==> config.mk <==
export PLATFORM = sky130hd
export DESIGN_NAME = psa_program_store_access_ctrl
export DESIGN_NICKNAME = d
export VERILOG_FILES = /design/src/psa_pkg.sv /design/src/psa_program_store_access_ctrl.sv
export SDC_FILE = /design/constraint.sdc
export NUM_CORES = 1
export LEC_CHECK = 0
export BUFFER_PORTS_ARGS = -buffer_cell sky130_fd_sc_hd__clkbuf_2
export CAP_MARGIN = 20
export CORE_ASPECT_RATIO = 0.5
export CORE_MARGIN = 2
export CORE_UTILIZATION = 53
export CTS_CLUSTER_DIAMETER = 30
export DETAILED_ROUTE_END_ITERATION = 6
export GPL_TIMING_DRIVEN = 0
export PLACE_DENSITY = 0.8
export SLEW_MARGIN = 20
export SYNTH_ARGS = -nofsm -noshare
export SYNTH_HDL_FRONTEND = slang
export SYNTH_SLANG_ARGS = --single-unit
==> constraint.sdc <==
create_clock -name clk_sys -period 2.7 [get_ports clk_sys]
set_input_delay 0.81 -clock clk_sys [delete_from_list [all_inputs] [get_ports clk_sys]]
set_output_delay 0.81 -clock clk_sys [all_outputs]
set_load 0.02 [all_outputs]
==> src/psa_pkg.sv <==
// Constants and types for the program store access controller
package psa_pkg;
    // ==========================================================
    // Timing
    localparam int CLK_HZ          = 100_000_000;
    localparam int PWR_ON_DELAY_MS = 18;
    localparam int PWR_ON_CYC      = PWR_ON_DELAY_MS * (CLK_HZ / 1000);
    localparam int PROG_MAX_US     = 10000;
    localparam int PROG_MAX_CYC    = PROG_MAX_US * (CLK_HZ / 1_000_000);
    localparam int CNT_W           = 21;
    // ==========================================================
    // Register offsets
    localparam logic [7:0] OFS_ADDR_LOW  = 8'h00;
    localparam logic [7:0] OFS_ADDR_HIGH = 8'h04;
    localparam logic [7:0] OFS_DATA_LOW  = 8'h08;
    localparam logic [7:0] OFS_DATA_HIGH = 8'h0c;
    localparam logic [7:0] OFS_CONTROL   = 8'h10;
    localparam logic [7:0] OFS_UNLOCK    = 8'h14;
    localparam logic [7:0] OFS_FLAGS     = 8'h18;
    localparam logic [7:0] OFS_MASK      = 8'h1c;
    // ==========================================================
    // Fields
    localparam int CTL_RD      = 0;
    localparam int CTL_WR      = 1;
    localparam int CTL_ALLOW   = 2;
    localparam int CTL_ERR     = 3;
    localparam int CTL_TIME_LO = 4;
    localparam int CTL_TIME_HI = 5;
    localparam int CTL_SEL     = 7;
    localparam int FLG_DONE    = 0;
    localparam int FLG_ERR     = 1;
    localparam int ADDR_HIGH_W = 3;
    localparam logic [1:0] TIME_CODE_MAX = 2'h3;
    localparam logic [7:0] UNLOCK_KEY1   = 8'h55;
    localparam logic [7:0] UNLOCK_KEY2   = 8'haa;
    // ==========================================================
    // Unlock steps and states
    localparam logic [1:0] UNL_IDLE  = 2'h0;
    localparam logic [1:0] UNL_KEY1  = 2'h1;
    localparam logic [1:0] UNL_ARMED = 2'h2;
    typedef enum logic [3:0] {
        ST_IDLE      = 4'b0001,
        ST_RD_ACCESS = 4'b0010,
        ST_RD_LATCH  = 4'b0100,
        ST_PROG      = 4'b1000
    } psa_state_type;
endpackage

==> src/psa_program_store_access_ctrl.sv <==
// Program store access controller with APB registers
`timescale 1ns/100ps
// Overview of operation
// - Read uses the second instruction period; that instruction is squashed.
// - Next period latches a program word into both data registers, or an EEPROM byte into the low one with the high one cleared; held until next access.
// - Write strobe with program memory selected clears at once, nothing happens.
// - Program memory array is never modified; only reads reach it.
// - EEPROM byte programming lasts 100us to 10ms, bounded by time field.
// - Programming ends on self-check success or maximum time, whichever first.
// - CPU halts during an EEPROM write; other peripherals keep running.
// - Write allow bit is cleared at power-up.
// - All EEPROM writes are blocked during the 18ms power-on delay.
// - Write starts only with unlock sequence done and write allow set.
// - Time field codes 00 to 11 select 1.25, 2.5, 5 or 10ms.
// - Unlock port takes 55h then AAh, then write strobe; else no write.
// - Error flag sets on reset-interrupted write or timeout before self-check.
// - Completion clears write strobe and sets software-cleared done flag.
module psa_program_store_access_ctrl
    import psa_pkg::*;
#(
    parameter int PWR_ON_CYC_P   = psa_pkg::PWR_ON_CYC,
    parameter int PROG_MAX_CYC_P = psa_pkg::PROG_MAX_CYC
)
(
    // Clock and reset
    input  wire logic        clk_sys,
    input  wire logic        rst_n,
    // APB slave
    input  wire logic [7:0]  paddr,
    input  wire logic        psel,
    input  wire logic        penable,
    input  wire logic        pwrite,
    input  wire logic [31:0] pwdata,
    output logic      [31:0] prdata,
    output logic             pready,
    output logic             pslverr,
    // Interrupt
    output logic             irq,
    // CPU core
    output logic             cpu_stall,
    output logic             cpu_squash,
    input  wire logic        wdt_lvr_reset,
    // Program memory array
    output logic [10:0]      prog_addr,
    output logic             prog_rd,
    input  wire logic [15:0] prog_rdata,
    // EEPROM array
    output logic [7:0]       ee_addr,
    output logic [7:0]       ee_wdata,
    output logic             ee_rd,
    input  wire logic [7:0]  ee_rdata,
    output logic             ee_prog,
    input  wire logic        ee_verify_ok
);
    import psa_pkg::*;

    // ==========================================================
    // Storage
    logic [7:0]             addr_low_q;
    logic [ADDR_HIGH_W-1:0] addr_high_q;
    logic [7:0]             data_low_q;
    logic [7:0]             data_high_q;
    logic                   sel_q;
    logic [1:0]             time_q;
    logic                   err_q;
    logic                   allow_q;
    logic                   rd_q;
    logic                   wr_q;
    logic [1:0]             unlock_q;
    logic [1:0]             flag_q;
    logic [1:0]             mask_q;
    logic [CNT_W-1:0]       por_cnt_q;
    logic [CNT_W-1:0]       prog_cnt_q;
    psa_state_type          state_q;
    psa_state_type          state_d;
    logic [31:0]            prdata_q;
    logic                   pready_q;
    logic                   pslverr_q;
    logic                   irq_q;
    logic                   stall_q;
    logic                   squash_q;
    logic                   prog_rd_q;
    logic                   ee_rd_q;

    // ==========================================================
    // Bus decode
    wire setup_ph      = psel & ~penable;
    wire wr_acc        = psel & penable & pready_q & pwrite;
    wire hit_addr_low  = paddr == OFS_ADDR_LOW;
    wire hit_addr_high = paddr == OFS_ADDR_HIGH;
    wire hit_data_low  = paddr == OFS_DATA_LOW;
    wire hit_data_high = paddr == OFS_DATA_HIGH;
    wire hit_control   = paddr == OFS_CONTROL;
    wire hit_unlock    = paddr == OFS_UNLOCK;
    wire hit_flags     = paddr == OFS_FLAGS;
    wire hit_mask      = paddr == OFS_MASK;
    wire mapped        = hit_addr_low | hit_addr_high | hit_data_low | hit_data_high
                       | hit_control | hit_unlock | hit_flags | hit_mask;
    wire [7:0] ctl_rd_val = {sel_q, 1'b0, time_q, err_q, allow_q, wr_q, rd_q};
    wire [7:0] rd_mux =
        hit_addr_low  ? addr_low_q :
        hit_addr_high ? {{(8 - ADDR_HIGH_W){1'b0}}, addr_high_q} :
        hit_data_low  ? data_low_q :
        hit_data_high ? data_high_q :
        hit_control   ? ctl_rd_val :
        hit_flags     ? {6'h00, flag_q} :
        hit_mask      ? {6'h00, mask_q} : 8'h00;

    // ==========================================================
    // Requests
    wire ctl_wr      = wr_acc & hit_control;
    wire idle        = state_q == ST_IDLE;
    wire por_busy    = por_cnt_q != CNT_W'(PWR_ON_CYC_P);
    wire unlocked    = unlock_q == UNL_ARMED;
    // Program memory selected never starts a write
    wire wr_start    = ctl_wr & pwdata[CTL_WR] & ~pwdata[CTL_SEL]
                     & pwdata[CTL_ALLOW] & unlocked
                     & ~por_busy & idle;
    wire rd_start    = ctl_wr & pwdata[CTL_RD] & idle & ~wr_start;
    wire in_prog     = state_q == ST_PROG;
    // Longest time halves per code step below the top code
    wire [CNT_W-1:0] prog_limit =
        CNT_W'(PROG_MAX_CYC_P >> (TIME_CODE_MAX - time_q));
    wire abort_ev    = in_prog & wdt_lvr_reset;
    wire ok_ev       = in_prog & ~wdt_lvr_reset & ee_verify_ok;
    wire tmo_ev      = in_prog & ~wdt_lvr_reset & ~ee_verify_ok
                     & (prog_cnt_q == prog_limit - CNT_W'(1));
    wire prog_end    = abort_ev | ok_ev | tmo_ev;
    wire err_ev      = abort_ev | tmo_ev;
    wire done_ev     = ok_ev | tmo_ev;
    wire [1:0] flag_set = {err_ev, done_ev};
    wire [1:0] flag_clr = (wr_acc & hit_flags) ? pwdata[1:0] : 2'h0;
    wire [1:0] flag_d   = (flag_q & ~flag_clr) | flag_set;

    // ==========================================================
    // Sequencer
    always_comb
    begin
        state_d = state_q;
        unique case (state_q)
            ST_IDLE:
            begin
                if (wr_start)
                    state_d = ST_PROG;
                else if (rd_start)
                    state_d = ST_RD_ACCESS;
            end
            ST_RD_ACCESS: state_d = ST_RD_LATCH;
            ST_RD_LATCH:  state_d = ST_IDLE;
            ST_PROG:
            begin
                if (prog_end)
                    state_d = ST_IDLE;
            end
            default:      state_d = ST_IDLE;
        endcase
    end

    always_ff @(posedge clk_sys or negedge rst_n)
    begin
        if (!rst_n)
            state_q <= ST_IDLE;
        else
            state_q <= state_d;
    end

    // ==========================================================
    // APB answer, one cycle after setup
    always_ff @(posedge clk_sys or negedge rst_n)
    begin
        if (!rst_n)
        begin
            pready_q  <= 1'b0;
            pslverr_q <= 1'b0;
            prdata_q  <= 32'h0000_0000;
        end
        else
        begin
            pready_q  <= setup_ph;
            pslverr_q <= setup_ph & ~mapped;
            prdata_q  <= (setup_ph & ~pwrite) ? {24'h00_0000, rd_mux} : 32'h0000_0000;
        end
    end

    // ==========================================================
    // Address, control and mask registers
    always_ff @(posedge clk_sys or negedge rst_n)
    begin
        if (!rst_n)
        begin
            addr_low_q  <= 8'h00;
            addr_high_q <= '0;
            sel_q       <= 1'b0;
            time_q      <= 2'h0;
            allow_q     <= 1'b0;
            mask_q      <= 2'h0;
        end
        else
        begin
            if (wr_acc & hit_addr_low)
                addr_low_q <= pwdata[7:0];
            if (wr_acc & hit_addr_high)
                addr_high_q <= pwdata[ADDR_HIGH_W-1:0];
            if (wr_acc & hit_mask)
                mask_q <= pwdata[1:0];
            if (ctl_wr)
            begin
                sel_q   <= pwdata[CTL_SEL];
                time_q  <= pwdata[CTL_TIME_HI:CTL_TIME_LO];
                allow_q <= pwdata[CTL_ALLOW];
            end
        end
    end

    // ==========================================================
    // Strobes, error bit and flags; hardware set beats software write
    always_ff @(posedge clk_sys or negedge rst_n)
    begin
        if (!rst_n)
        begin
            rd_q   <= 1'b0;
            wr_q   <= 1'b0;
            err_q  <= 1'b0;
            flag_q <= 2'h0;
            irq_q  <= 1'b0;
        end
        else
        begin
            rd_q   <= rd_start | (rd_q & ~(state_q == ST_RD_LATCH));
            wr_q   <= wr_start | (wr_q & ~prog_end);
            err_q  <= err_ev | (ctl_wr ? pwdata[CTL_ERR] : err_q);
            flag_q <= flag_d;
            irq_q  <= |(flag_d & mask_q);
        end
    end

    // ==========================================================
    // Unlock sequence; any other write breaks it
    always_ff @(posedge clk_sys or negedge rst_n)
    begin
        if (!rst_n)
            unlock_q <= UNL_IDLE;
        else if (wr_acc)
        begin
            if (hit_unlock & (pwdata[7:0] == UNLOCK_KEY1))
                unlock_q <= UNL_KEY1;
            else if (hit_unlock & (pwdata[7:0] == UNLOCK_KEY2) & (unlock_q == UNL_KEY1))
                unlock_q <= UNL_ARMED;
            else
                unlock_q <= UNL_IDLE;
        end
    end

    // ==========================================================
    // Power-on delay and programming timer
    always_ff @(posedge clk_sys or negedge rst_n)
    begin
        if (!rst_n)
        begin
            por_cnt_q  <= '0;
            prog_cnt_q <= '0;
        end
        else
        begin
            if (por_busy)
                por_cnt_q <= por_cnt_q + CNT_W'(1);
            prog_cnt_q <= in_prog ? prog_cnt_q + CNT_W'(1) : '0;
        end
    end

    // ==========================================================
    // Array strobes, stall and data latch
    always_ff @(posedge clk_sys or negedge rst_n)
    begin
        if (!rst_n)
        begin
            prog_rd_q   <= 1'b0;
            ee_rd_q     <= 1'b0;
            squash_q    <= 1'b0;
            stall_q     <= 1'b0;
            data_low_q  <= 8'h00;
            data_high_q <= 8'h00;
        end
        else
        begin
            prog_rd_q <= rd_start & pwdata[CTL_SEL];
            ee_rd_q   <= rd_start & ~pwdata[CTL_SEL];
            squash_q  <= state_q == ST_RD_ACCESS;
            stall_q   <= state_d == ST_PROG;
            if (state_q == ST_RD_LATCH)
            begin
                data_low_q  <= sel_q ? prog_rdata[7:0] : ee_rdata;
                data_high_q <= sel_q ? prog_rdata[15:8] : 8'h00;
            end
            else
            begin
                if (wr_acc & hit_data_low)
                    data_low_q <= pwdata[7:0];
                if (wr_acc & hit_data_high)
                    data_high_q <= pwdata[7:0];
            end
        end
    end

    // ==========================================================
    // Outputs
    assign prdata     = prdata_q;
    assign pready     = pready_q;
    assign pslverr    = pslverr_q;
    assign irq        = irq_q;
    assign cpu_stall  = stall_q;
    assign cpu_squash = squash_q;
    assign prog_addr  = {addr_high_q, addr_low_q};
    assign prog_rd    = prog_rd_q;
    assign ee_addr    = addr_low_q;
    assign ee_wdata   = data_low_q;
    assign ee_rd      = ee_rd_q;
    assign ee_prog    = stall_q;
endmodule

* Word level (Yosys, flattened, before mapping)
Index checks and enable logic that the tools add are counted.
** Word-level totals
- Bits in registers :: 101
- Latch bits :: 0
- RAM bits :: 0
- Bits in read-only memories :: 0
- Input bits :: 71
- Output and inout port bits :: 67
- Logic and storage cells :: 136
- Memories :: 0
** Cells by class
- Add/subtract/negate cells :: 4
- Multiply operators :: 0
- Divide/modulo/power cells :: 0
- $lt $le $gt $ge :: 0
- Equal/unequal tests :: 18
- Shift operators :: 1
- Multiplexer cells :: 23
- Bitwise gates (word level) :: 62
- Reductions and logical operators :: 4
** Operators with widths (count)
- 2-to-1 mux 8 bit :: 12
- adder 21 x 1 -> 21 bit, second input constant :: 2
- bitwise AND 1 bit :: 34
- equality test 8 x 5 -> 1 bit, second input constant :: 4
- equality test 21 bit :: 1
- 2-to-1 mux 21 bit :: 1
- != test 21 bit, second input constant :: 1
- >> shifter 20 x 2 -> 21 bit, first input constant :: 1
- subtractor 21 x 1 -> 21 bit, second input constant :: 1
- equality test 8 x 4 -> 1 bit, second input constant :: 2
- bitwise OR 1 bit :: 14
- 2-to-1 mux 4 bit :: 3
- one-hot mux 4 bit (3 select lines) :: 1
- 2-to-1 mux 2 bit :: 5
- inverter 1 bit :: 10
- equality test 4 bit, second input constant :: 2
- equality test 8 x 3 -> 1 bit, second input constant :: 1
- equality test 8 x 7 -> 1 bit, second input constant :: 1
- equality test 8 bit, second input constant :: 1
- logical NOT 8 bit :: 1
- bitwise AND 2 bit :: 2
- equality test 4 x 1 -> 1 bit, second input constant :: 1
- equality test 4 x 2 -> 1 bit, second input constant :: 1
- equality test 4 x 3 -> 1 bit, second input constant :: 1
- 8 further kinds :: 9

* Depth between registers and ports, before layout
Gate-level depths: netlist (run 1).
- Depth after elaboration :: 16
- Mapped depth :: 8

* Least setup slack after synthesis (run 1)
No wires, ideal clock.
- Kind :: input -> register
- Start :: input paddr[2]
- End :: register irq_q, in the netlist irq
- Setup time :: 121 ps
- Arrival :: 2196 ps
- Required time :: 2579 ps
- Slack :: 383 ps
- Stages on the path :: 6
- Path buffers :: 0
- Cells stage by stage :: or4_1 -> nor4_1 -> nand2_1 -> a22oi_1 -> nand2_1 -> a22o_1
** On the way
- Word-level cells in the longest chain between the ends :: 8
** Ends and longest elaborated chain
- start: declaration :: RTL line psa_program_store_access_ctrl.sv:29 : input wire logic [7:0] paddr,
- equality test 8 x 5 -> 1 bit :: RTL line psa_program_store_access_ctrl.sv:95 : wire hit_flags = paddr == OFS_FLAGS;
- bitwise AND 1 bit :: RTL line psa_program_store_access_ctrl.sv:132 : wire [1:0] flag_clr = (wr_acc & hit_flags) ? pwdata[1:0] : 2'h0;
- 2-to-1 mux 2 bit :: RTL line psa_program_store_access_ctrl.sv:132
- inverter 2 bit :: RTL line psa_program_store_access_ctrl.sv:133 : wire [1:0] flag_d = (flag_q & ~flag_clr) | flag_set;
- bitwise AND 2 bit :: RTL line psa_program_store_access_ctrl.sv:133
- bitwise OR 2 bit :: RTL line psa_program_store_access_ctrl.sv:133
- net flag_d[0] :: RTL line psa_program_store_access_ctrl.sv:133
- bitwise AND 2 bit :: RTL line psa_program_store_access_ctrl.sv:233 : irq_q <= |(flag_d & mask_q);
- OR reduction 2 bit :: RTL line psa_program_store_access_ctrl.sv:233
- end signal: assignment :: RTL line psa_program_store_access_ctrl.sv:233
- end: declaration :: RTL line psa_program_store_access_ctrl.sv:79 : logic irq_q;
The timed path passes the listed nets, and every way through them passes these cells.
A chain may end at the register's enable or synchronous reset.

* Worst setup path after layout (run 1)
- Start :: input paddr[2]
- End :: register prdata_q[3], in the netlist prdata[3]
** On the way
- Word-level cells in the longest chain between the ends :: 7
- Elaborated cells on any way between the ends :: 11
- Those cells by class :: eq/ne: 4; mux: 6; reduce/logical: 1
** Ends and longest elaborated chain
- equality test 8 x 5 -> 1 bit :: RTL line psa_program_store_access_ctrl.sv:93 : wire hit_control = paddr == OFS_CONTROL;
- 2-to-1 mux 8 bit :: RTL line psa_program_store_access_ctrl.sv:105 : hit_control ? ctl_rd_val :
- 2-to-1 mux 8 bit :: RTL line psa_program_store_access_ctrl.sv:104 : hit_data_high ? data_high_q :
- 2-to-1 mux 8 bit :: RTL line psa_program_store_access_ctrl.sv:103 : hit_data_low ? data_low_q :
- 2-to-1 mux 8 bit :: RTL line psa_program_store_access_ctrl.sv:102 : hit_addr_high ? {{(8 - ADDR_HIGH_W){1'b0}}, addr_high_q} :
- 2-to-1 mux 8 bit * :: RTL line psa_program_store_access_ctrl.sv:101 : hit_addr_low ? addr_low_q :
- 2-to-1 mux 8 bit * :: RTL line psa_program_store_access_ctrl.sv:181 : prdata_q <= (setup_ph & ~pwrite) ? {24'h00_0000, rd_mux} : 32'h0000_0000;
- end signal: assignment :: RTL line psa_program_store_access_ctrl.sv:181
- end: declaration :: RTL line psa_program_store_access_ctrl.sv:76 : logic [31:0] prdata_q;
Mark *: on every way between the ends. The rest lies on a longest branch, timed or not.

==> summary.txt, run 1 <==
Setup path
  • CP Class: primary input to flip-flop
  • CP arrival: 2.76 ns
  • Worst R2R Setup Slack: 0.29 ns
  • CP Capture Type: flip-flop
  • Setup crit start kind: primary input
  • RR Startpoint: time_q[0]$_DFFE_PN0N_
  • Required time of the critical path: 2.95 ns
  • Crit path max fanout: 7
  • Capture point of the critical path: prdata[3]$_DFF_PN0_
  • RR Endpoint: state_q[0]$_DFF_PN1_
  • Crit. Startpoint: paddr[2]
  • Reg2reg path depth: 7

Power
  • VDD IR max: between 0.0003 and 0.0004 V
  • Reg power frac: approximately 48%
  • Leak pwr: 3.14 nW
  • Sw frac: 22.9%
  • NetSw: 0.727 mW
  • Total power: ~3.2 mW
  • Power Density: 495 nW/um2
  • Combinational fraction of design power: 7.4%
  • Cell internal pwr: between 2 and 2.5 mW
  • Clock share of power: 44.2%

Floorplanning
  • Core Area: 9670 um2
  • Die height: 75.2 um
  • Die Width: 146 um
  • Row cnt: 25
  • Die area: roughly 11000 um2
  • Initial core utilization: 55.7%
  • Ports: 138

Placed design
  • Number of port buffers: between 80 and 90
  • Routability cong.: 0.927
  • DP Cell Count: ~800
  • Cell Area, Placed: 6110 um2
  • DP Worst Slack: -0.142 ns
  • DP HPWL: just under 10 mm

Clocking
  • Total CTS buffers: 9
  • Clock slew at reported path FFs: approximately 0.07 ns
  • Clock root buffer: clkbuf_16
  • Postcts setup bufs: 0
  • CTS tree: built
  • Clock Sinks: 101
  • Post_cts resized: 0
  • Worst-case clock buffer depth: 2
  • CTS Hold Bufs: 0
  • Clock latency at the later pin of the worst-skew pair: 0.35 ns
  • CTS H-Tree Depth: 3

Logic synthesis
  • Number of synthesis warnings: 0
  • Post-Syn Area per Cell: 9.83 um2
  • Mapped Area: 5380 um2
  • Main combinational cell family by area after synthesis: simple AND/OR/NAND/NOR gates
  • Async set-reset flop share out of synthesis: 100%
  • Count leader, synth: dfrtp_1
  • Unique masters post-synth: 55
  • Post-synthesis xor/xnor area fraction: a little over 7%
  • Area fraction in compound gates after synthesis: 7.86%
  • Yosys reg bits: 101
  • Cells after Synth: 547
  • Number of synthesized flops with an enable pin: 0
  • Post-synth top cells: 100 x dfrtp_1, 49 x nor2_1, 43 x nand2_1, 37 x nand3_1, 33 x buf_4
  • Post-synthesis mux area share: 6.37%
  • Post-synth top area cell: dfrtp_1
  • Seq/Total Area, Yosys: 47.0%
  • Synth area leaders: dfrtp_1 47%, buf_4 4.6%, xnor2_1 4.1%
  • Post-Synth Adder-Cell Area: 2.56%
  • Simple-Gate Fraction of Synth Area: 21.9%
  • Top cell type's share of synthesized area: 46.5%
  • Dominant synthesized flop cell: dfrtp_1

Routing
  • DR vias/cell: 5.42
  • DRC violations left: 0
  • Iteration-0 DRC Markers: slightly below 300
  • ANT nets after route: 0
  • Post-Route WL: 13.0 mm
  • Wire per inst: 16.1 um
  • Vias: 4377
  • 1st-pass router iterations: 5

Layout
  • N_diodes: 0
  • Post-route cell area: 6430 um2
  • Post-route insts no fill: ~800
  • Area Growth Syn to Fin: 19.6%
  • Final net count: 750
  • Layout cells sized above 1: ~24%

Timing
  • Final Max Tran Viols: 0
  • Final period util: between 90% and 100%
  • Final hold vios: 0
  • Max Clk Rate: 0.398 GHz
  • Worst Slack Setup Final: between 0.15 and 0.2 ns
  • Setup Viol. Count Final: 0
  • Clk_skew: 0.00712 ns
  • Worst hold slack: 0.352 ns
  • Slew Limit Headroom: between 40% and 50%
  • Worst slew pin tran: about 0.77 ns
  • Min Tclk post-route: about 2.5 ns
  • RSZ-0062 raised after global routing: no

Global routing
  • Initial antenna violation count: 0
  • Vias in the first global route: 4291
  • Tot GR Track Use: between 20% and 30%
  • Largest net degree at the start of global routing: 70
  • Global-route wire length before repair: ~21 mm
  • Total grt overflow: 0

Worst hold path
  • Hold WC Path Type: primary input to asynchronous set/reset pin

Outcome
  • Status: finished, final reports clean

Flow run
  • MaxCap Viol Count: 0
## per-layer routing
metal	global-route usage (%)	routed length [um]	vias up
met3	6.06	681	17
met4	6.36	159	0
met1	31.7	5720	2134
met5	0	0	-
li1	-	-	2107
met2	43.1	6440	119
## worst max-delay path, stage by stage
cell and delay (ns):
clkbuf_2 0.09, or4_1 0.57, nor2_2 0.28, nand2_1 0.20, nor3_1 0.54, nand2_1 0.15
o21ai_0 0.13
## how the worst min path moves through the flow
stage | end | slack (ns) | cells past startpoint | from
3_3_place_gp | por_cnt_q[10]$_DFFE_PN0P_ | 0.45 | 1 | por_cnt_q[10]$_DFFE_PN0P_
5_1_grt | prog_cnt_q[2]$_DFF_PN0_ | 0.36 | 1 | rst_n
6_report | prog_cnt_q[2]$_DFF_PN0_ | 0.35 | 1 | rst_n
4_1_cts | prog_cnt_q[2]$_DFF_PN0_ | 0.36 | 1 | rst_n
3_5_place_dp | por_cnt_q[10]$_DFFE_PN0P_ | 0.46 | 1 | por_cnt_q[10]$_DFFE_PN0P_
2_1_floorplan | por_cnt_q[10]$_DFFE_PN0P_ | 0.44 | 1 | por_cnt_q[10]$_DFFE_PN0P_
## per-stage QoR
stage,TNS (ns),utilization (%)
after detailed placement,-0.305,63.2
after CTS,0,66.6
after floorplan,0,-
final,0,66.6
after global routing,0,66.6
after global placement,-44.52,62.7
## state kept, by name, indices dropped and copies added (netlist names), 2 cells and up
| register | flops |
|---|---|
| por_cnt_q | 21 |
| mask_q | 2 |
| flag_q | 2 |
| time_q | 2 |
| data_high_q | 8 |
| prog_cnt_q | 21 |
| ee_addr | 8 |
| state_q | 4 |
| ee_wdata | 8 |
| unlock_q | 2 |
| prdata | 8 |
| addr_high_q | 3 |
## cell type report
class                   count  area, um2
plain buffers              52        322
clock buffers              11        243
clock inverters             5       82.6
fillers                   770       3230
inverters                  15       56.3
multi-input cells         402       2560
flip-flops and latches    101       2530
well taps                 135        169
repair buffers             87        467
## power by group through the flow
stage	registers, mW	logic, mW	clock network (mW)
2_1_floorplan	1.57	0.118	0
3_3_place_gp	1.57	0.226	0
3_5_place_dp	1.57	0.235	0
4_1_cts	1.54	0.236	1.43
5_1_grt	1.54	0.259	1.49
6_report	1.54	0.236	1.41
## cells by family after synthesis
| family | count (synthesis) |
|---|---|
| and+or+nand+nor | 222 |
| DFF | 101 |
| AOI/OAI and AO/OA | 69 |
| buffers and inverters | 67 |
| xor gates and xnor gates | 44 |
| muxes | 32 |
| adders and majority gates | 11 |
| other | 1 |
## cells in the final DEF (no fill, tap or decap), drive strengths merged, types with 17 or more instances in the layout
cell type / Yosys / final
nand3: 38 / 38
o21ai: 21 / 21
clkbuf: 16 / 113
buf: 36 / 37
a21oi: 17 / 17
nor2: 50 / 50
xnor2: 25 / 25
dfrtp: 100 / 100
mux2: 18 / 18
nand2: 43 / 43
xor2: 19 / 19
conb: 1 / 24
No activity file was read; power rests on OpenSTA's default activity.
==> run 2, diff against run 1 <==
- ABC_AREA: default -> 1
- CORE_UTILIZATION: 53 -> 54
==> run 2 against run 1 <==
Sequential cell count unchanged. Setup slack gained 0.34 ns. First-iteration DRC count increased by 42%. Critical path depth up 4. Clock power hardly changed. Die area rose by 6.0%. Utilization about the same. Sequential share of layout area down 2.6 points. Sequential power about the same. Register-to-register slack improved by 0.24 ns. Critical endpoint is now cpu_stall$_DFF_PN0_. Largest cell class unchanged. Highest routed layer unchanged.
==> summary.txt, run 2 <==
Outcome
  • Status: finished, final reports clean

Logic synthesis
  • Post-synth top area cell: dfrtp_1
  • Post-Synth Adder-Cell Area: 2.36% (-0.19 points)
  • Number of synthesized flops with an enable pin: 0 (unchanged)
  • Synth area leaders: dfrtp_1 43%, nand2_1 12%, nor2_1 6.2%
  • Simple-Gate Fraction of Synth Area: 29.2% (+7.3 points)
  • Unique masters post-synth: 46 (-16%)
  • Dominant synthesized flop cell: dfrtp_1
  • Async set-reset flop share out of synthesis: 100% (unchanged)
  • Area fraction in compound gates after synthesis: 9.86% (+2.0 points)
  • Post-synthesis mux area share: 0.193% (-6.2 points)
  • Yosys reg bits: 101 (unchanged)
  • Number of synthesis warnings: 0 (unchanged)
  • Seq/Total Area, Yosys: 43.4% (-3.6 points)
  • Main combinational cell family by area after synthesis: simple AND/OR/NAND/NOR gates
  • Post-synthesis xor/xnor area fraction: 3.61% (-3.6 points)
  • Count leader, synth: nand2_1
  • Top cell type's share of synthesized area: 43.0% (-3.5 points)
  • Mapped Area: 5820 um2 (+8.2%)
  • Cells after Synth: 768 (+40%)
  • Post-Syn Area per Cell: 7.58 um2 (-23%)
  • Post-synth top cells: 193 x nand2_1, 100 x dfrtp_1, 96 x nor2_1, 81 x inv_1, 47 x nand3_1

Setup path
  • Most common cell on crit path: nor2_1
  • Setup crit start kind: flip-flop
  • CP Class: flip-flop to flip-flop
  • CP Cell Sequence: inv_1, ha_1, nor2_1, nor2_1, nand2_1, nor2_1, nand3_1, nor2_1, nand2_1, nand3_1, o21ai_1
  • CP arrival: 2.41 ns (-0.35 ns)
  • Buf/Inv on CP: 1 (unchanged)
  • Crit path max fanout: 7 (unchanged)
  • Family with the most delay on the worst path: simple AND/OR/NAND/NOR gates
  • CP max stage cell: dfrtp_1
  • Required time of the critical path: 2.94 ns (about the same)
  • Max incr delay on CP: 0.46 ns (-0.11 ns)
  • CP Capture Type: flip-flop

Layout
  • N_diodes: 0 (unchanged)
  • Most frequent cells in the layout: 193 x nand2_1, 100 x dfrtp_1, 96 x nor2_1, 88 x clkbuf_2, 81 x inv_1
  • Commonest non-fill, non-tap cell in the layout: nand2_1
  • Area Growth Syn to Fin: 18.2%
  • Post-route cell area: 6880 um2 (+7.0%)
  • Final net count: 974 (+30%)
  • Top Registers: por_cnt_q: 21 flops, prog_cnt_q: 21 flops
  • Final core utilization: 66.5% (about the same)
  • Layout cells sized above 1: 18.8% (-5.5 points)

Global routing
  • Initial antenna violation count: 0 (unchanged)
  • Total grt overflow: 0 (unchanged)
  • Vias in the first global route: 5275 (+23%)
  • Tot GR Track Use: 27.9% (+3.2 points)
  • Largest net degree at the start of global routing: 92 (+31%)
  • Global-route wire length before repair: 25.4 mm (+22%)

Timing
  • Slew Limit Headroom: 60.5% (+12 points)
  • Final hold vios: 0 (unchanged)
  • Final Max Tran Viols: 0 (unchanged)
  • Clk_skew: 0.00819 ns (+0.00107 ns)
  • Min Tclk post-route: 2.17 ns (-0.342 ns)
  • RSZ-0062 raised after global routing: no
  • Max Clk Rate: 0.461 GHz (+16%)
  • Post-route setup TNS: 0 ns (unchanged)
  • Worst hold slack: 0.274 ns (-0.0777 ns)
  • Worst Slack Setup Final: 0.531 ns (+0.342 ns)
  • Worst slew pin tran: 0.586 ns (-0.183 ns)
  • Setup Viol. Count Final: 0 (unchanged)
  • Final period util: 80.3% (-13 points)

Power
  • VDD IR max: 0.000277 V (-15%)
  • Leak pwr: 3.54 nW (+13%)
  • Power Density: 471 nW/um2 (-4.7%)

Routing
  • Post-Route WL: 15.2 mm (+17%)
  • Iteration-0 DRC Markers: 423 (+42%)
  • ANT nets after route: 0 (unchanged)
  • DR vias/cell: 5.22 (-3.7%)
  • Wire per inst: 14.7 um (-8.7%)
  • 1st-pass router iterations: 5 (unchanged)
  • DRC violations left: 0 (unchanged)
  • Vias: 5410 (+24%)

Placed design
  • DP HPWL: 11.9 mm (+23%)
  • Cell Area, Placed: 6570 um2 (+7.5%)
  • Number of port buffers: 89 (+3.5%)
  • Routability cong.: 0.911 (-1.7%)
  • DP Worst Slack: 0.266 ns (+0.408 ns)

Clocking
  • Clock Sinks: 101 (unchanged)
  • Clock root buffer: clkbuf_16
  • Total CTS buffers: 9 (unchanged)
  • Post_cts resized: 0 (unchanged)
  • Postcts setup bufs: 0 (unchanged)
  • Clock latency at the later pin of the worst-skew pair: 0.36 ns (about the same)
  • CTS H-Tree Depth: 3 (unchanged)
  • Clock slew at reported path FFs: 0.07 ns (about the same)
  • Worst-case clock buffer depth: 2 (unchanged)
  • CTS Hold Bufs: 0 (unchanged)
  • CTS tree: built

Floorplanning
  • Core Area: 10300 um2 (+7.0%)
  • Ports: 138 (unchanged)
  • Initial core utilization: 56.3% (+0.63 points)
  • Die area: 11700 um2 (+6.0%)
  • Die Width: 151 um (+3.0%)
  • Die height: 77.4 um (+2.9%)
  • Row cnt: 26 (+4.0%)

Flow run
  • MaxCap Viol Count: 0 (unchanged)

Worst hold path
  • Hold WC Path Type: primary input to asynchronous set/reset pin
-- run 2: cell types whose count changed in the layout (fill, tap and decap cells not counted), moves of 13 or more --
cell,previous run,this run
inv_1,14,81
mux2_2,17,1
mux2i_1,14,0
nand2_1,43,193
nand4_1,12,25
nor2_1,49,96
nor2b_1,16,0
xnor2_1,25,8
-- run 2: kinds of logic (layout without fill, tap and decap cells) --
logic type               count (synthesis)  count (layout)
AO/OA/AOI/OAI                           98              98
buffers and inverters                  138             244
multiplexers                             1               1
AND/OR/NAND/NOR                        394             394
flip-flops                             101             101
other                                    1              24
XOR/XNOR                                24              24
adder cells (fa/ha/maj)                 11              11
-- run 2: through the flow --
step                power, mW  instances
finish                   3.25       1037
global route             3.35       1037
CTS                      3.27       1037
detailed placement       1.89       1021
global placement         1.87       1020
floorplan                1.77        791
-- run 2: final timing paths --
kind	end	depth (start not counted)	slack [ns]	startpoint
max in group asynchronous	state_q[0]$_DFF_PN1_	2	1.77	rst_n
hold reg to reg	por_cnt_q[20]$_DFFE_PN0P_	1	0.49	por_cnt_q[20]$_DFFE_PN0P_
setup reg to reg	cpu_stall$_DFF_PN0_	11	0.53	time_q[0]$_DFFE_PN0N_
setup / recovery	cpu_stall$_DFF_PN0_	11	0.53	time_q[0]$_DFFE_PN0N_
min in group clk_sys	por_cnt_q[20]$_DFFE_PN0P_	1	0.49	por_cnt_q[20]$_DFFE_PN0P_
hold / removal	prog_cnt_q[4]$_DFF_PN0_	1	0.27	rst_n
-- run 2: power by group --
| part | switching (mW) | leakage [nW] | internal (mW) |
|---|---|---|---|
| registers | 0.0221 | 1.37 | 1.55 |
| logic | 0.189 | 2.02 | 0.105 |
| clock network | 0.640 | 0.155 | 0.744 |
| total | 0.851 | 3.54 | 2.39 |
-- run 2: routing by layer --
metal	GRT usage (%)	part of all wire (%)
met5	0	0
met4	8.41	1.7
met3	7.06	7.9
met2	45.1	48
met1	37.2	43
-- run 2: layout make-up --
| cell class | instances | area [um2] |
|---|---|---|
| Clock inverter | 7 | 92.6 |
| Clock buffer | 9 | 225 |
| Tap cell | 140 | 175 |
| Sequential cell | 101 | 2530 |
| Fill cell | 923 | 3460 |
| Buffer | 44 | 304 |
| Inverter | 94 | 353 |
| Timing Repair Buffer | 90 | 482 |
| Multi-Input combinational cell | 552 | 2720 |
-- run 2: worst register-to-register path, cell delays in order, from the launching register on --
cell and delay [ns]:
dfrtp_1 0.46, inv_1 0.26, ha_1 0.34, nor2_1 0.11, nor2_1 0.11, nand2_1 0.06, nor2_1 0.11, nand3_1 0.10
nor2_1 0.12, nand2_1 0.12, nand3_1 0.16, o21ai_1 0.09
==> run 3, diff against run 2 <==
- ABC_AREA: 1 -> 0
- CORE_UTILIZATION: 54 -> 53
- clock period: 2.7 -> 2.2 ns (I/O delays scaled with it)
==> run 3 against run 2 <==
Wire length fell by 12%. Total power rose by 21%. Critical path type is now primary input to flip-flop. Via count decreased by 18%. Sequential share of layout area up 1.6 points. Non-clock buffer count rose by 15. Sequential cell count did not move. Register-to-register slack worse by 0.48 ns. Clock skew hardly changed. Clock-buffer cell count rose by 2. Sequential power grew 20%.
==> summary.txt, run 3 (synthesized netlist as in run 1, its figures left out) <==
Placed design
  • Routability cong.: 0.927 (+1.8%)
  • Cell Area, Placed: 6110 um2 (-7.0%)
  • Number of port buffers: 86 (-3.4%)
  • DP HPWL: 9.62 mm (-19%)
  • DP Cell Count: 792 (-22%)

Layout
  • Seq. cell area: 2530 um2 (+0.15%)
  • Commonest non-fill, non-tap cell in the layout: dfrtp_1
  • Post-route cell area: 6610 um2 (-4.0%)
  • Top Registers: por_cnt_q: 21 flops, prog_cnt_q: 21 flops
  • Layout cells sized above 1: 28.4% (+9.6 points)
  • Most frequent cells in the layout: 97 x dfrtp_1, 86 x clkbuf_2, 48 x nor2_1, 42 x nand2_1, 42 x buf_4
  • Filler cell count: 744 (-19%)
  • Post-route insts no fill: 818 (-21%)
  • Area Growth Syn to Fin: 22.9%
  • Final net count: 760 (-22%)
  • Area of the multi-input gates: 2650 um2 (-2.7%)
  • N_diodes: 0 (unchanged)

Timing
  • Min Tclk post-route: 2.19 ns
  • Final period util: 99.3%
  • Worst slew pin tran: 0.783 ns (+0.196 ns)
  • Setup Viol. Count Final: 0 (unchanged)
  • Worst hold slack: 0.206 ns (-0.0678 ns)
  • RSZ-0062 raised after global routing: yes
  • Clk_skew: 0.00793 ns (-0.000263 ns)
  • Final Max Tran Viols: 0 (unchanged)
  • Max Clk Rate: roughly 0.46 GHz
  • Final hold vios: 0 (unchanged)
  • Slew Limit Headroom: 47.7% (-13 points)

Clocking
  • Clock root buffer: clkbuf_16
  • Clock Sinks: 101 (unchanged)
  • Clock slew at reported path FFs: 0.07 ns (about the same)
  • CTS tree: built
  • Clock latency at the later pin of the worst-skew pair: 0.35 ns (about the same)
  • Worst-case clock buffer depth: 2 (unchanged)
  • Total CTS buffers: 9 (unchanged)
  • CTS H-Tree Depth: 3 (unchanged)
  • CTS Hold Bufs: 0 (unchanged)

Routing
  • Iteration-0 DRC Markers: 283 (-33%)
  • DR vias/cell: 5.44 (+4.3%)
  • DRC violations left: 0 (unchanged)
  • 1st-pass router iterations: 5 (unchanged)
  • Wire per inst: 16.3 um (+11%)
  • Post-Route WL: 13.3 mm (-12%)
  • ANT nets after route: 0 (unchanged)
  • Vias: 4452 (-18%)

Setup path
  • Family with the most delay on the worst path: simple AND/OR/NAND/NOR gates
  • CP Capture Type: flip-flop
  • CP arrival: 2.43 ns (+0.02 ns)
  • CP max stage cell: or4_1
  • Buf/Inv on CP: 1 (unchanged)
  • Max incr delay on CP: 0.56 ns (+0.10 ns)
  • Setup crit start kind: primary input
  • CP Class: primary input to flip-flop
  • Most common cell on crit path: nand2_1
  • Crit path max fanout: 7 (unchanged)
  • Required time of the critical path: 2.45 ns (-0.49 ns)
  • CP Cell Sequence: clkbuf_2, or4_1, nor2_2, nand2_1, nor3_2, nand2_1, o21ai_0

Floorplanning
  • Row cnt: 25 (-3.8%)
  • Initial core utilization: 55.7% (-0.63 points)
  • Die height: 75.2 um (-2.8%)
  • Die Width: 146 um (-2.9%)
  • Die area: 11000 um2 (-5.6%)
  • Core Area: 9670 um2 (-6.6%)
  • Ports: 138 (unchanged)

Power
  • Power Density: 592 nW/um2 (+26%)
  • Total power: 3.91 mW (+21%)
  • Leak pwr: 3.19 nW (-9.9%)
  • VDD IR max: 0.000385 V (+39%)

Outcome
  • Status: finished, final reports clean

Global routing
  • Tot GR Track Use: 24.8% (-3.1 points)
  • Total grt overflow: 0 (unchanged)
  • Vias in the first global route: 4299 (-19%)
  • Global-route wire length before repair: 21.0 mm (-17%)
  • Initial antenna violation count: 0 (unchanged)
  • Largest net degree at the start of global routing: 70 (-24%)

Flow run
  • MaxCap Viol Count: 0 (unchanged)

Worst hold path
  • Hold WC Path Type: primary input to asynchronous set/reset pin
## run 3: cell types whose count changed in the layout (fill, tap and decap cells not counted), sizes merged, moves of 16 or more
cell   before  now
nor2b       0   16
inv        94   16
nor2       99   50
xnor2       8   25
o21ai      44   21
mux2        1   18
nand2     195   43
## run 3: metrics by stage
step | TNS, ns | utilization (%) | setup slack (ns)
floorplan | 0 | - | 0.0331
global placement | -90.37 | 62.7 | -0.805
detailed placement | -12.03 | 63.2 | -0.492
CTS | 0 | 67.1 | 0.00166
global route | -0.226 | 68.4 | -0.0547
finish | 0 | 68.4 | 0.0147
## run 3: what timing repair did
| item | CTS | global route |
|---|---|---|
| buffers inserted | 4 | 6 |
| pin swaps | 1 | 9 |
| gates resized for setup | 5 | 24 |
| endpoints found under the setup margin | 14 | 22 |
## run 3: worst paths after layout
| path | slack [ns] | cells past startpoint | to | startpoint |
|---|---|---|---|---|
| min in group clk_sys | 0.47 | 1 | por_cnt_q[20]$_DFFE_PN0P_ | por_cnt_q[20]$_DFFE_PN0P_ |
| min | 0.21 | 1 | prog_cnt_q[2]$_DFF_PN0_ | rst_n |
| max | 0.01 | 7 | prdata[3]$_DFF_PN0_ | paddr[5] |
| min reg2reg | 0.47 | 1 | por_cnt_q[20]$_DFFE_PN0P_ | por_cnt_q[20]$_DFFE_PN0P_ |
| max in group asynchronous | 1.33 | 2 | state_q[0]$_DFF_PN1_ | rst_n |
| max reg2reg | 0.05 | 7 | state_q[0]$_DFF_PN1_ | state_q[1]$_DFF_PN0_ |
## run 3: routing by layer
| layer | up-vias | global-route usage, % | wire (um) |
|---|---|---|---|
| li1 | 2123 | - | - |
| met1 | 2176 | 32.0 | 5830 |
| met2 | 133 | 43.4 | 6660 |
| met3 | 20 | 6.06 | 642 |
| met4 | 0 | 6.47 | 192 |
| met5 | - | 0 | 0 |
## run 3: layout make-up
cell class / count / area share [%]
plain buffers: 52 / 5.02
clock buffers: 11 / 3.67
clock inverters: 5 / 1.25
inverters: 15 / 0.852
multi-input cells: 402 / 40.1
flip-flops and latches: 101 / 38.3
well taps: 135 / 2.56
repair buffers: 97 / 8.25
## run 3: report_power, final
group	leakage [nW]	total, mW	internal [mW]	switching (mW)
sequential	1.36	1.89	1.87	0.0157
clock	0.160	1.73	1.03	0.697
combinational	1.68	0.296	0.110	0.186
total	3.19	3.91	3.02	0.898
